===== src/rtl/axis_cmd_pkg.sv =====
// Constants shared by the axis command port and its general-purpose port latch.
// Assumes one reference clock paces every wait interval.
package axis_cmd_pkg;
  // Host bus addresses.
  localparam logic [2:0] ADDR_CMD = 3'h0;
  localparam logic [2:0] ADDR_GPPORT = 3'h2;
  localparam logic [2:0] ADDR_BUF0 = 3'h4;

  // Command codes.
  localparam logic [7:0] CODE_RD_EXEC_FIRST = 8'hD0;
  localparam logic [7:0] CODE_RD_EXEC_LAST = 8'hF6;
  localparam logic [7:0] CODE_RD_STEP = 8'hFC;
  localparam logic [7:0] CODE_RD_IPSTS = 8'hFF;
  localparam logic [7:0] CODE_WR_EXEC_FIRST = 8'h90;
  localparam logic [7:0] CODE_WR_EXEC_LAST = 8'hAC;
  localparam logic [7:0] CODE_WR_STEP = 8'hBC;
  localparam logic [7:0] CODE_RD_PRE_FIRST = 8'hC0;
  localparam logic [7:0] CODE_RD_PRE_LAST = 8'hCB;
  localparam logic [7:0] CODE_RD_PRE_STEP = 8'hCC;
  localparam logic [7:0] CODE_WR_PRE_FIRST = 8'h80;
  localparam logic [7:0] CODE_WR_PRE_LAST = 8'h8B;
  localparam logic [7:0] CODE_WR_PRE_STEP = 8'h8C;
  localparam logic [7:0] CODE_BIT_CLR_FIRST = 8'h10;
  localparam logic [7:0] CODE_BIT_SET_FIRST = 8'h18;
  localparam logic [7:0] CODE_BIT_LAST = 8'h1F;

  // Storage layout: writable execution registers, then the read-only group.
  localparam int WR_COUNT = 30;
  localparam int RO_COUNT = 11;
  localparam int PRE_COUNT = 13;
  localparam logic [5:0] IDX_RO_FIRST = 6'h1D;
  localparam logic [5:0] IDX_STEP = 6'h27;
  localparam logic [5:0] IDX_IPSTS = 6'h28;
  localparam logic [4:0] WR_IDX_STEP = 5'h1D;
  localparam logic [3:0] RO_IDX_IPSTS = 4'hA;
  localparam logic [3:0] PRE_IDX_STEP = 4'hC;
  localparam logic [4:0] IDX_PORT_CONFIG = 5'h0D;

  // Two mode bits per pin in the port configuration register.
  localparam int PIN_MODE_BITS = 2;
  localparam logic [1:0] PIN_MODE_OUTPUT = 2'h1;

  // Wait intervals in reference clock cycles.
  localparam int CMD_WAIT_CYCLES = 4;
  localparam int PORT_WAIT_CYCLES = 2;
  localparam logic [2:0] WAIT_ZERO = 3'h0;
  localparam logic [2:0] WAIT_ONE = 3'h1;
endpackage


===== src/rtl/gp_port_latch.sv =====
// General-purpose pin latch shared by group writes and single-pin commands.
// Assumes pin inputs are asynchronous and mode bits come from the same clock.
module gp_port_latch #(
  parameter int PIN_COUNT = 8
) (
  input wire logic clk,
  input wire logic reset_n,
  input wire logic clkEn,
  input wire logic [PIN_COUNT*axis_cmd_pkg::PIN_MODE_BITS-1:0] pinMode,
  input wire logic groupWrite,
  input wire logic [PIN_COUNT-1:0] groupData,
  input wire logic bitWrite,
  input wire logic [2:0] bitIndex,
  input wire logic bitValue,
  input wire logic [PIN_COUNT-1:0] gpPinIn,
  output logic [PIN_COUNT-1:0] gpPinOut,
  output logic [PIN_COUNT-1:0] gpPinOe_n,
  output logic [PIN_COUNT-1:0] pinState
);
  if (PIN_COUNT < 1 || PIN_COUNT > 8) begin : badPinCount
    $error("PIN_COUNT must lie between 1 and 8");
  end

  logic [PIN_COUNT-1:0] pinSyncA_q;
  logic [PIN_COUNT-1:0] pinSyncB_q;
  logic [PIN_COUNT-1:0] latch_d;
  logic [PIN_COUNT-1:0] oe_d;
  logic [PIN_COUNT-1:0] state_d;

  for (genvar i = 0; i < PIN_COUNT; i++) begin : perPin
    logic isOut;
    assign isOut = pinMode[i*axis_cmd_pkg::PIN_MODE_BITS +: axis_cmd_pkg::PIN_MODE_BITS]
                   == axis_cmd_pkg::PIN_MODE_OUTPUT;
    always_comb begin
      latch_d[i] = gpPinOut[i];
      // Non-output pins ignore both paths, so the held value survives a direction change.
      if (isOut && groupWrite) begin
        latch_d[i] = groupData[i];
      end else if (isOut && bitWrite && bitIndex == 3'(i)) begin
        latch_d[i] = bitValue;
      end
      oe_d[i] = ~isOut;
      state_d[i] = isOut ? gpPinOut[i] : pinSyncB_q[i];
    end
  end

  always_ff @(posedge clk or negedge reset_n) begin
    if (!reset_n) begin
      pinSyncA_q <= '0;
      pinSyncB_q <= '0;
      gpPinOut <= '0;
      gpPinOe_n <= '1;
      pinState <= '0;
    end else if (clkEn) begin
      pinSyncA_q <= gpPinIn;
      pinSyncB_q <= pinSyncA_q;
      gpPinOut <= latch_d;
      gpPinOe_n <= oe_d;
      pinState <= state_d;
    end
  end
endmodule


===== src/rtl/axis_register_command_port.sv =====
// Command decoder for one axis: register copies through the I/O buffer and
// the general-purpose output port. Assumes host strobes and address/data are
// asynchronous pins held stable across the strobe; read-only values come
// from motion logic on the same clock.
//
// Contract
// - Read codes copy register into I/O buffer.
// - Write codes load register from I/O buffer.
// - Second pre-registers use their own codes.
// - Latched, status, monitor registers are read-only.
// - Port write sets all output-mode pins together.
// - High byte of port write ignored.
// - Pin latch kept after direction change.
// - Bit commands share the group latch.
// - Port configuration selects pin role.
// - Address two read returns pin state.
// - Port write holds wait request two cycles.
// - Commands spaced four cycles, wait request shown.
module axis_register_command_port #(
  parameter int CMD_WAIT = axis_cmd_pkg::CMD_WAIT_CYCLES,
  parameter int PORT_WAIT = axis_cmd_pkg::PORT_WAIT_CYCLES
) (
  input wire logic clk,
  input wire logic reset_n,
  input wire logic clkEn,
  input wire logic [2:0] busAddr,
  input wire logic [15:0] busWrData,
  input wire logic busWrite_n,
  input wire logic busRead_n,
  output logic [7:0] busRdData,
  output logic waitRequest_n,
  input wire logic [axis_cmd_pkg::RO_COUNT*32-1:0] readOnlyValues,
  input wire logic [7:0] gpPinIn,
  output logic [7:0] gpPinOut,
  output logic [7:0] gpPinOe_n
);
  if (CMD_WAIT < 1 || CMD_WAIT > 7 || PORT_WAIT < 1 || PORT_WAIT > 7) begin : badWait
    $error("Wait counts must lie between 1 and 7");
  end

  localparam int SYNC_W = 21;

  // Bus pin synchronisers and strobe edge detection.
  // Address and data pass through the same two stages as the strobe, so they
  // line up with the edge that takes the write and never arrive half settled.
  logic [SYNC_W-1:0] syncA_q;
  logic [SYNC_W-1:0] syncB_q;
  logic prevWrite_n_q;
  logic [2:0] sAddr;
  logic [15:0] sData;
  logic sWrite_n;
  logic sRead_n;
  logic writeEvent;

  assign {sAddr, sData, sWrite_n, sRead_n} = syncB_q;
  assign writeEvent = prevWrite_n_q && !sWrite_n;

  always_ff @(posedge clk or negedge reset_n) begin
    if (!reset_n) begin
      syncA_q <= {3'h0, 16'h0000, 2'h3};
      syncB_q <= {3'h0, 16'h0000, 2'h3};
      prevWrite_n_q <= 1'b1;
    end else if (clkEn) begin
      syncA_q <= {busAddr, busWrData, busWrite_n, busRead_n};
      syncB_q <= syncA_q;
      prevWrite_n_q <= sWrite_n;
    end
  end

  // Register storage and command execution.
  // Every register keeps all 32 bits; trimming to field widths is left to the
  // motion logic that reads them, which costs flops but keeps the decode simple.
  logic [31:0] wrRegs_q [axis_cmd_pkg::WR_COUNT];
  logic [31:0] wrRegs_d [axis_cmd_pkg::WR_COUNT];
  logic [31:0] preRegs_q [axis_cmd_pkg::PRE_COUNT];
  logic [31:0] preRegs_d [axis_cmd_pkg::PRE_COUNT];
  logic [31:0] ioBuf_q;
  logic [31:0] ioBuf_d;
  logic [2:0] waitCnt_q;
  logic [2:0] waitCnt_d;
  logic groupWrite;
  logic bitWrite;
  logic [2:0] bitIndex;
  logic bitValue;
  logic [7:0] pinState;

  // Read-only words arrive as one flat bus from logic on this clock and are
  // sampled only on the edge that takes the read command.
  function automatic logic [31:0] readExec(input logic [5:0] idx,
                                           input logic [31:0] regs [axis_cmd_pkg::WR_COUNT],
                                           input logic [axis_cmd_pkg::RO_COUNT*32-1:0] ro);
    logic [31:0] value;
    value = 32'h0000_0000;
    if (idx < axis_cmd_pkg::IDX_RO_FIRST) begin
      value = regs[5'(idx)];
    end else if (idx < axis_cmd_pkg::IDX_STEP) begin
      value = ro[32*(idx - axis_cmd_pkg::IDX_RO_FIRST) +: 32];
    end else if (idx == axis_cmd_pkg::IDX_STEP) begin
      value = regs[axis_cmd_pkg::WR_IDX_STEP];
    end else begin
      value = ro[32*axis_cmd_pkg::RO_IDX_IPSTS +: 32];
    end
    return value;
  endfunction

  always_comb begin
    logic [7:0] code;
    code = sData[7:0];
    wrRegs_d = wrRegs_q;
    preRegs_d = preRegs_q;
    ioBuf_d = ioBuf_q;
    groupWrite = 1'b0;
    bitWrite = 1'b0;
    bitIndex = code[2:0];
    bitValue = 1'b0;
    // Writes during a wait are not blocked; a new command simply restarts the
    // count, so keeping commands apart remains the host's duty.
    waitCnt_d = (waitCnt_q == axis_cmd_pkg::WAIT_ZERO) ? waitCnt_q
                                                        : waitCnt_q - axis_cmd_pkg::WAIT_ONE;
    if (writeEvent) begin
      if (sAddr == axis_cmd_pkg::ADDR_CMD) begin
        waitCnt_d = 3'(CMD_WAIT);
        if (code >= axis_cmd_pkg::CODE_RD_EXEC_FIRST && code <= axis_cmd_pkg::CODE_RD_EXEC_LAST) begin
          ioBuf_d = readExec(6'(code - axis_cmd_pkg::CODE_RD_EXEC_FIRST), wrRegs_q,
                             readOnlyValues);
        end else if (code == axis_cmd_pkg::CODE_RD_STEP) begin
          ioBuf_d = readExec(axis_cmd_pkg::IDX_STEP, wrRegs_q, readOnlyValues);
        end else if (code == axis_cmd_pkg::CODE_RD_IPSTS) begin
          ioBuf_d = readExec(axis_cmd_pkg::IDX_IPSTS, wrRegs_q, readOnlyValues);
        end else if (code >= axis_cmd_pkg::CODE_WR_EXEC_FIRST &&
                     code <= axis_cmd_pkg::CODE_WR_EXEC_LAST) begin
          wrRegs_d[5'(code - axis_cmd_pkg::CODE_WR_EXEC_FIRST)] = ioBuf_q;
        end else if (code == axis_cmd_pkg::CODE_WR_STEP) begin
          wrRegs_d[axis_cmd_pkg::WR_IDX_STEP] = ioBuf_q;
        end else if (code >= axis_cmd_pkg::CODE_RD_PRE_FIRST &&
                     code <= axis_cmd_pkg::CODE_RD_PRE_LAST) begin
          ioBuf_d = preRegs_q[4'(code - axis_cmd_pkg::CODE_RD_PRE_FIRST)];
        end else if (code == axis_cmd_pkg::CODE_RD_PRE_STEP) begin
          ioBuf_d = preRegs_q[axis_cmd_pkg::PRE_IDX_STEP];
        end else if (code >= axis_cmd_pkg::CODE_WR_PRE_FIRST &&
                     code <= axis_cmd_pkg::CODE_WR_PRE_LAST) begin
          preRegs_d[4'(code - axis_cmd_pkg::CODE_WR_PRE_FIRST)] = ioBuf_q;
        end else if (code == axis_cmd_pkg::CODE_WR_PRE_STEP) begin
          preRegs_d[axis_cmd_pkg::PRE_IDX_STEP] = ioBuf_q;
        end else if (code >= axis_cmd_pkg::CODE_BIT_CLR_FIRST &&
                     code <= axis_cmd_pkg::CODE_BIT_LAST) begin
          bitWrite = 1'b1;
          bitValue = code >= axis_cmd_pkg::CODE_BIT_SET_FIRST;
        end
        // Any other code falls through with all storage untouched.
      end else if (sAddr == axis_cmd_pkg::ADDR_GPPORT) begin
        groupWrite = 1'b1;
        waitCnt_d = 3'(PORT_WAIT);
      end else if (sAddr >= axis_cmd_pkg::ADDR_BUF0) begin
        ioBuf_d[8*(sAddr - axis_cmd_pkg::ADDR_BUF0) +: 8] = sData[7:0];
      end
    end
  end

  always_ff @(posedge clk or negedge reset_n) begin
    if (!reset_n) begin
      for (int i = 0; i < axis_cmd_pkg::WR_COUNT; i++) begin
        wrRegs_q[i] <= 32'h0000_0000;
      end
      for (int i = 0; i < axis_cmd_pkg::PRE_COUNT; i++) begin
        preRegs_q[i] <= 32'h0000_0000;
      end
      ioBuf_q <= 32'h0000_0000;
      waitCnt_q <= 3'h0;
      waitRequest_n <= 1'b1;
    end else if (clkEn) begin
      wrRegs_q <= wrRegs_d;
      preRegs_q <= preRegs_d;
      ioBuf_q <= ioBuf_d;
      waitCnt_q <= waitCnt_d;
      // Taken from the next count so the pin drops on the same edge that takes the command.
      waitRequest_n <= waitCnt_d == axis_cmd_pkg::WAIT_ZERO;
    end
  end

  // Read data: a registered mux on the synchronised address; unmapped reads give zero.
  logic [7:0] rdData_d;

  always_comb begin
    rdData_d = busRdData;
    if (!sRead_n) begin
      if (sAddr == axis_cmd_pkg::ADDR_GPPORT) begin
        rdData_d = pinState;
      end else if (sAddr >= axis_cmd_pkg::ADDR_BUF0) begin
        rdData_d = ioBuf_q[8*(sAddr - axis_cmd_pkg::ADDR_BUF0) +: 8];
      end else begin
        rdData_d = 8'h00;
      end
    end
  end

  always_ff @(posedge clk or negedge reset_n) begin
    if (!reset_n) begin
      busRdData <= 8'h00;
    end else if (clkEn) begin
      busRdData <= rdData_d;
    end
  end

  // Only the low byte reaches the latch; the high byte is dropped here.
  gp_port_latch #(
    .PIN_COUNT(8)
  ) portLatch (
    .clk(clk),
    .reset_n(reset_n),
    .clkEn(clkEn),
    .pinMode(wrRegs_q[axis_cmd_pkg::IDX_PORT_CONFIG][15:0]),
    .groupWrite(groupWrite),
    .groupData(sData[7:0]),
    .bitWrite(bitWrite),
    .bitIndex(bitIndex),
    .bitValue(bitValue),
    .gpPinIn(gpPinIn),
    .gpPinOut(gpPinOut),
    .gpPinOe_n(gpPinOe_n),
    .pinState(pinState)
  );
endmodule


===== config.mk =====
export PLATFORM = sky130hd
export DESIGN_NAME = axis_register_command_port
export DESIGN_NICKNAME = d
export VERILOG_FILES = /design/src/rtl/axis_cmd_pkg.sv /design/src/rtl/gp_port_latch.sv /design/src/rtl/axis_register_command_port.sv
export SDC_FILE = /design/constraint.sdc
export NUM_CORES = 2
export LEC_CHECK = 0
export BUFFER_PORTS_ARGS = -buffer_cell sky130_fd_sc_hd__buf_2
export CORE_MARGIN = 3
export CORE_UTILIZATION = 35
export DETAILED_ROUTE_END_ITERATION = 8
export SKIP_CTS_REPAIR_TIMING = 1
export SYNTH_ARGS = -nofsm -noshare
export SYNTH_HDL_FRONTEND = slang
export SYNTH_HIERARCHICAL = 1
export SYNTH_SLANG_ARGS = --single-unit

===== constraint.sdc =====
create_clock -name clk -period 8 [get_ports clk]
set_clock_uncertainty 0.1 [all_clocks]
set_input_delay 0.4 -clock clk [delete_from_list [all_inputs] [get_ports clk]]
set_output_delay 0.4 -clock clk [all_outputs]
set_load 0.02 [all_outputs]

== Word level (Yosys, flattened, before mapping) ==
Index checks and enable logic that the tools add are counted.

* Register bits after elaboration: 1503
* Word-level logic and storage cells: 289
* Input port bits: 384
* Output and inout port bits: 25

* Shift-type cells: 4
* Equality and inequality tests: 26
* $lt $le $gt $ge: 20
* Bitwise gates (word level): 20
* $add $sub $neg: 8
* Mux-type cells: 87
* Reductions and logical operators: 62

{| class="wikitable"
|+ Operators by type and width
! operator !! number
|-
| 960-bit bitwise mux || 1
|-
| 32-bit 2-to-1 mux || 23
|-
| 416-bit bitwise mux || 1
|-
| 352-bit by 33-bit indexed part select with 32-bit output || 1
|-
| 32-bit binary-select mux with 5-bit select || 1
|-
| 32-bit demux with 5-bit select || 1
|-
| 32-bit binary-select mux with 4-bit select || 1
|-
| 32-bit demux with 4-bit select || 1
|-
| 1-bit 2-to-1 mux || 51
|-
| 8-bit equality test (second input constant) || 5
|-
| 32-bit negation with 34-bit output || 1
|-
| 8-bit by 34-bit variable shift with 32-bit output (first input constant) || 1
|-
| 8-bit by 34-bit indexed part select with 32-bit output || 1
|-
| 32-bit by 33-bit indexed part select with 8-bit output || 1
|-
| 32-bit bitwise mux || 1
|-
| 8-bit greater-or-equal comparator (second input constant) || 4
|-
| 8-bit less-or-equal comparator (second input constant) || 4
|-
| 1-bit logical AND || 32
|-
| 11-bit AND reduction || 2
|-
| 2-bit nonzero test || 11
|-
| 7-bit AND reduction || 3
|-
| 2-bit AND reduction || 9
|-
| 2-bit by 1-bit equality test with 1-bit output (second input constant) || 8
|-
| 8-bit by 5-bit greater-or-equal comparator with 1-bit output (second input constant) || 2
|-
| 28 further kinds || 61
|}

== Depth between registers and ports, before layout ==
* Depth in word-level cells: 18
* Mapped depth: 16
* Mapped depth without buffers: 10

== By module ==
Netlist, hierarchy kept.

{| class="wikitable"
|+ By module, submodules not included
! module !! times used !! area each (um2) !! cells each !! seq. area each (um2)
|-
| axis_register_command_port || 1 || 71294.6 || 5022 || 36217.2
|-
| gp_port_latch || 1 || 1911.8 || 152 || 1011.0
|}

== Worst setup path after synthesis ==
Ideal clock, no wire load.

* Path kind: register to register
* Start point: reg syncB_q[3]
* End point: reg ioBuf_q[31]
* Arrival time: 3.471 ns
* Data required time: 7.767 ns
* Setup slack: 4.296 ns
* Buffers on the path: 7
* Cell stages (with the launch flop): 15
* Period minus slack after synthesis: 3.704 ns
* Setup time: 0.133 ns
* Cells stage by stage: dfrtp_1 buf_2 buf_2 buf_1 clkbuf_1 inv_1 ha_1 buf_2 buf_2 clkbuf_1 mux4_2 a21oi_1 nor4_1 o221ai_1 a31oi_1

* Cells in the longest elaborated chain, start to end: 12
* Elaborated cells on any way between the ends: 46
* Classes of those cells: 3 x add/sub; 8 x order compare; 8 x eq/ne; 2 x shift; 19 x mux; 2 x bitwise; 4 x reduce/logical

{| class="wikitable"
|+ Ends and longest elaborated chain
! what !! RTL line !! source
|-
| from (decl) || axis_register_command_port.sv:47 || <nowiki>logic [SYNC_W-1:0] syncB_q;</nowiki>
|-
| from (signal assigned) || axis_register_command_port.sv:61 || <nowiki>syncB_q <= {3'h0, 16'h0000, 2'h3};</nowiki>
|-
| from (signal assigned) || axis_register_command_port.sv:65 || <nowiki>syncB_q <= syncA_q;</nowiki>
|-
| parallel branches: the longest is 12 deep, another holds 6-bit by 5-bit subtractor with 7-bit output || -- ||
|-
| to (signal assigned) || axis_register_command_port.sv:174 || <nowiki>ioBuf_q <= ioBuf_d;</nowiki>
|-
| to (decl) || axis_register_command_port.sv:77 || <nowiki>logic [31:0] ioBuf_q;</nowiki>
|}

Parallel ways; which one is timed is not known. The select of a mux whose other input is x is not followed.
A chain may end at the register's enable or synchronous reset.

== Worst setup path after layout ==
Same ends and word-level chain as after synthesis.

==> results.yml <==
power:
  ir_worst_vdd_mv: 0.160
  power_density_mw_per_mm2: 230
  p_leak_nw: 39.4
floorplanning:
  rows: 167
  io-pin-count: 409
  fp.coreArea_mm2: 0.207
  die_area_mm2: 0.215
  die_h_um: 463
  die_width_um: 463
  initial_core_util: 0.353
timing:
  fin_crit_sh: 0.597
  finalHoldViolations: 0
  worstMarginPinSlew_ns: 1.19
  maxSlewViolCount: 0
  fin_crit_ns: 4.77
  slew_headroom: 0.209
  setup_violations: 0
  max_freq_mhz: 209
  rsz0062_at_grt: "false"
  hold_slack_ns: 0.0491
  fin_tns_setup_ns: 0
route:
  drt-initial-drc-count: 4166
  ant_nets: 0
  wl_um: 239000
  drc: 0
  firstDrtPassIters: 7
  via_per_inst: 5.72
  wl_per_cell_um: 28.9
  vias: 47500
logic_synthesis:
  ys_seq_area_frac: 0.509
  ys_warn_count: 6
  syn_area_mm2: 0.0732
  syn_inst: 5174
  syn-num-nets: 5577
  ys_dominant_reg_cell: "dfrtp_1"
  synth_edf_count: 0
  syn_avg_cell_area_um2: 14.1
  yosysUniqueCellTypes: 83
  async_flop_share: 1.00
  ys_ff_latch: 1487
cts:
  clock_latency_ns: 0.81
  cts_root_buffer: "clkbuf_16"
  clkSinkCount: 1487
  clock_path_buffers: 3
  htreeDepth: 4
  cts_buffers: 161
  clk_pin_slew_worst_paths_ns: 0.06
  cts_tree: "yes"
place:
  gp_congestion: 0.922
  place_inst: 7951
  dp_hpwl_um: 153000
  portBuffers: 400
global_routing:
  grt_pass1_wl_um: 347000
  grt_overflow_total: 0
  grt_pass1_vias: 48200
  grt_max_degree: 179
  antenna_found_initial: 21
  grt.total_usage: 0.218
worst_setup_path:
  r2r_start: "syncB_q[3]"
  rrSetupSlack_ns: 3.23
  r2r_cells: 9
  critical_path_class: "reg2reg"
  slowest_stage: "nor4_1"
  path_cells: "inv_1 > ha_4 > buf_4 > xor2_4 > buf_4 > a21oi_1 > nor4_1 > o221ai_1 > a31oi_1"
  crit_top_cell: "buf_4"
  crit_path_end_kind: "register"
  cp_max_fo: 34
  crit_path_start_kind: "register"
  required_ns: 8.62
  cp.arrival_ns: 5.40
  crit_path_max_incr_delay_ns: 0.86
  r2r_end: "ioBuf_q[31]"
finish:
  nets: 5752
  synthToLayoutAreaGrowth_pct: 13.7
  finish.utilization: 0.401
  fill_cells: 19100
  layout-drive-gt1-share: 0.441
  multi_input_area_mm2: 0.0334
  regArea_mm2: 0.0372
  fin_cells: 8297
worst_hold_path:
  min_path_cells: 4
  min_delay_worst_endpoint: "ioBuf_q[27]"
  worstHoldStart: "readOnlyValues[347]"
  min_path_type: "in2reg"
status:
  status: "finished, final reports clean"
run:
  maxCapViolations: 0
-- report_power, final --
| part | switching [mW] | internal [mW] |
|---|---|---|
| clock network | 3.16 | 4.60 |
| logic | 2.51 | 0.947 |
| registers | 0.244 | 7.66 |
| total | 5.92 | 13.2 |
-- Yosys cell counts, types with 62 or more instances --
cell type,number,area share
dfrtp_1,1473,0.50
mux2_2,1018,0.16
mux2i_1,326,0.045
mux4_2,250,0.077
mux2_4,241,0.049
clkbuf_1,234,0.012
mux2_1,173,0.027
buf_2,162,0.011
nand2_1,135,0.0069
a22oi_1,120,0.012
nor2_1,95,0.0049
o22ai_1,92,0.0079
a21oi_1,90,0.0062
nand3_1,74,0.0051
buf_1,62,0.0032
-- per-stage QoR --
stage	setup slack (ns)	area, um^2	total power, mW
floorplan	4.30	73200	9.90
global placement	3.38	77400	11.4
detailed placement	3.33	77400	11.4
CTS	3.32	83000	19.2
global route	3.13	83200	19.8
finish	3.23	83200	19.1
-- state kept, by name (all words and copies together) (netlist names) --
register / flops
waitRequest_n: 1
waitCnt_q: 3
portLatch/gpPinOut: 8
syncB_q: 13
preRegs_q: 416
prevWrite_n_q: 1
wrRegs_q: 960
ioBuf_q: 32
busRdData: 8
syncA_q: 13
portLatch/pinSyncB_q: 8
portLatch/pinSyncA_q: 8
portLatch/gpPinOe_n: 8
portLatch/pinState: 8
-- kinds of logic after synthesis --
group | after synthesis | share of synthesized area
muxes | 2008 | 0.354
DFF | 1487 | 0.509
AOI/OAI and AO/OA | 637 | 0.0630
buffers and inverters | 567 | 0.0391
and+or+nand+nor | 452 | 0.0315
adders and majority gates | 19 | 0.00325
xor gates and xnor gates | 4 | 0.000581
-- critical path, delay by kind of cell (launching register included) --
family          cells  cell delay [ns]
fa+ha+maj           1             0.38
compound gates      3             0.54
flops               1             0.71
simple gates        1             0.86
buf+inv             3             1.27
xor+xnor            1             0.80
-- how the worst max path moves through the flow --
stage | startpoint | end | slack, ns
2_1_floorplan | syncB_q[3] | ioBuf_q[31] | 4.30
3_3_place_gp | syncB_q[3] | ioBuf_q[31] | 3.38
3_5_place_dp | syncB_q[3] | ioBuf_q[31] | 3.33
4_1_cts | syncB_q[3] | ioBuf_q[31] | 3.32
5_1_grt | syncB_q[3] | ioBuf_q[31] | 3.13
6_report | syncB_q[3] | ioBuf_q[31] | 3.23
-- cell type report --
| class | count | share of cell area |
|---|---|---|
| Multi-Input combinational cell | 3120 | 0.401 |
| Timing Repair Buffer | 561 | 0.0413 |
| Antenna cell | 25 | 0.000752 |
| Clock buffer | 240 | 0.0578 |
| Clock inverter | 58 | 0.00887 |
| Sequential cell | 1487 | 0.447 |
| Inverter | 18 | 0.000812 |
| Tap cell | 2788 | 0.0419 |
-- placed cells by master, fill, tap and decap left out, types with 9 or more instances in the layout --
| cell type | netlist | final |
|---|---|---|
| nor3_1 | 16 | 16 |
| o2bb2ai_1 | 30 | 30 |
| and2_2 | 0 | 9 |
| clkbuf_16 | 0 | 165 |
| nor2_1 | 95 | 90 |
| dfstp_2 | 14 | 14 |
| nor2b_1 | 18 | 13 |
| nand2_1 | 135 | 106 |
| a22o_1 | 53 | 52 |
| o211ai_1 | 37 | 37 |
| buf_12 | 0 | 13 |
| o22ai_1 | 92 | 92 |
| dfrtp_1 | 1473 | 1469 |
| mux2_4 | 241 | 241 |
| nand3_1 | 74 | 74 |
| a21oi_1 | 90 | 88 |
| diode_2 | 0 | 25 |
| a22oi_1 | 120 | 120 |
| nand3b_1 | 12 | 12 |
| mux2_1 | 173 | 173 |
| clkinv_2 | 0 | 27 |
| a31oi_1 | 41 | 41 |
| o21ai_0 | 45 | 45 |
| clkbuf_8 | 0 | 40 |
| mux2i_1 | 326 | 326 |
| a221o_1 | 32 | 32 |
| a311oi_1 | 17 | 17 |
| mux4_2 | 250 | 250 |
| nand2_2 | 1 | 27 |
| clkbuf_1 | 234 | 35 |
| nand4_1 | 29 | 29 |
| buf_2 | 162 | 398 |
| ha_1 | 19 | 18 |
| buf_4 | 40 | 127 |
| a222oi_1 | 23 | 23 |
| inv_1 | 17 | 16 |
| bufinv_16 | 0 | 13 |
| dlygate4sd3_1 | 0 | 23 |
| mux2_2 | 1018 | 1018 |
| a221oi_1 | 22 | 22 |
-- per-layer routing --
metal | share of wire | global-route usage | up-vias
met5 | 0.000092 | 0 | -
met4 | 0.052 | 0.108 | 4
met3 | 0.059 | 0.0378 | 448
met2 | 0.47 | 0.342 | 1597
met1 | 0.42 | 0.292 | 25600
li1 | - | - | 19800
(Power assumes the default switching activity.)
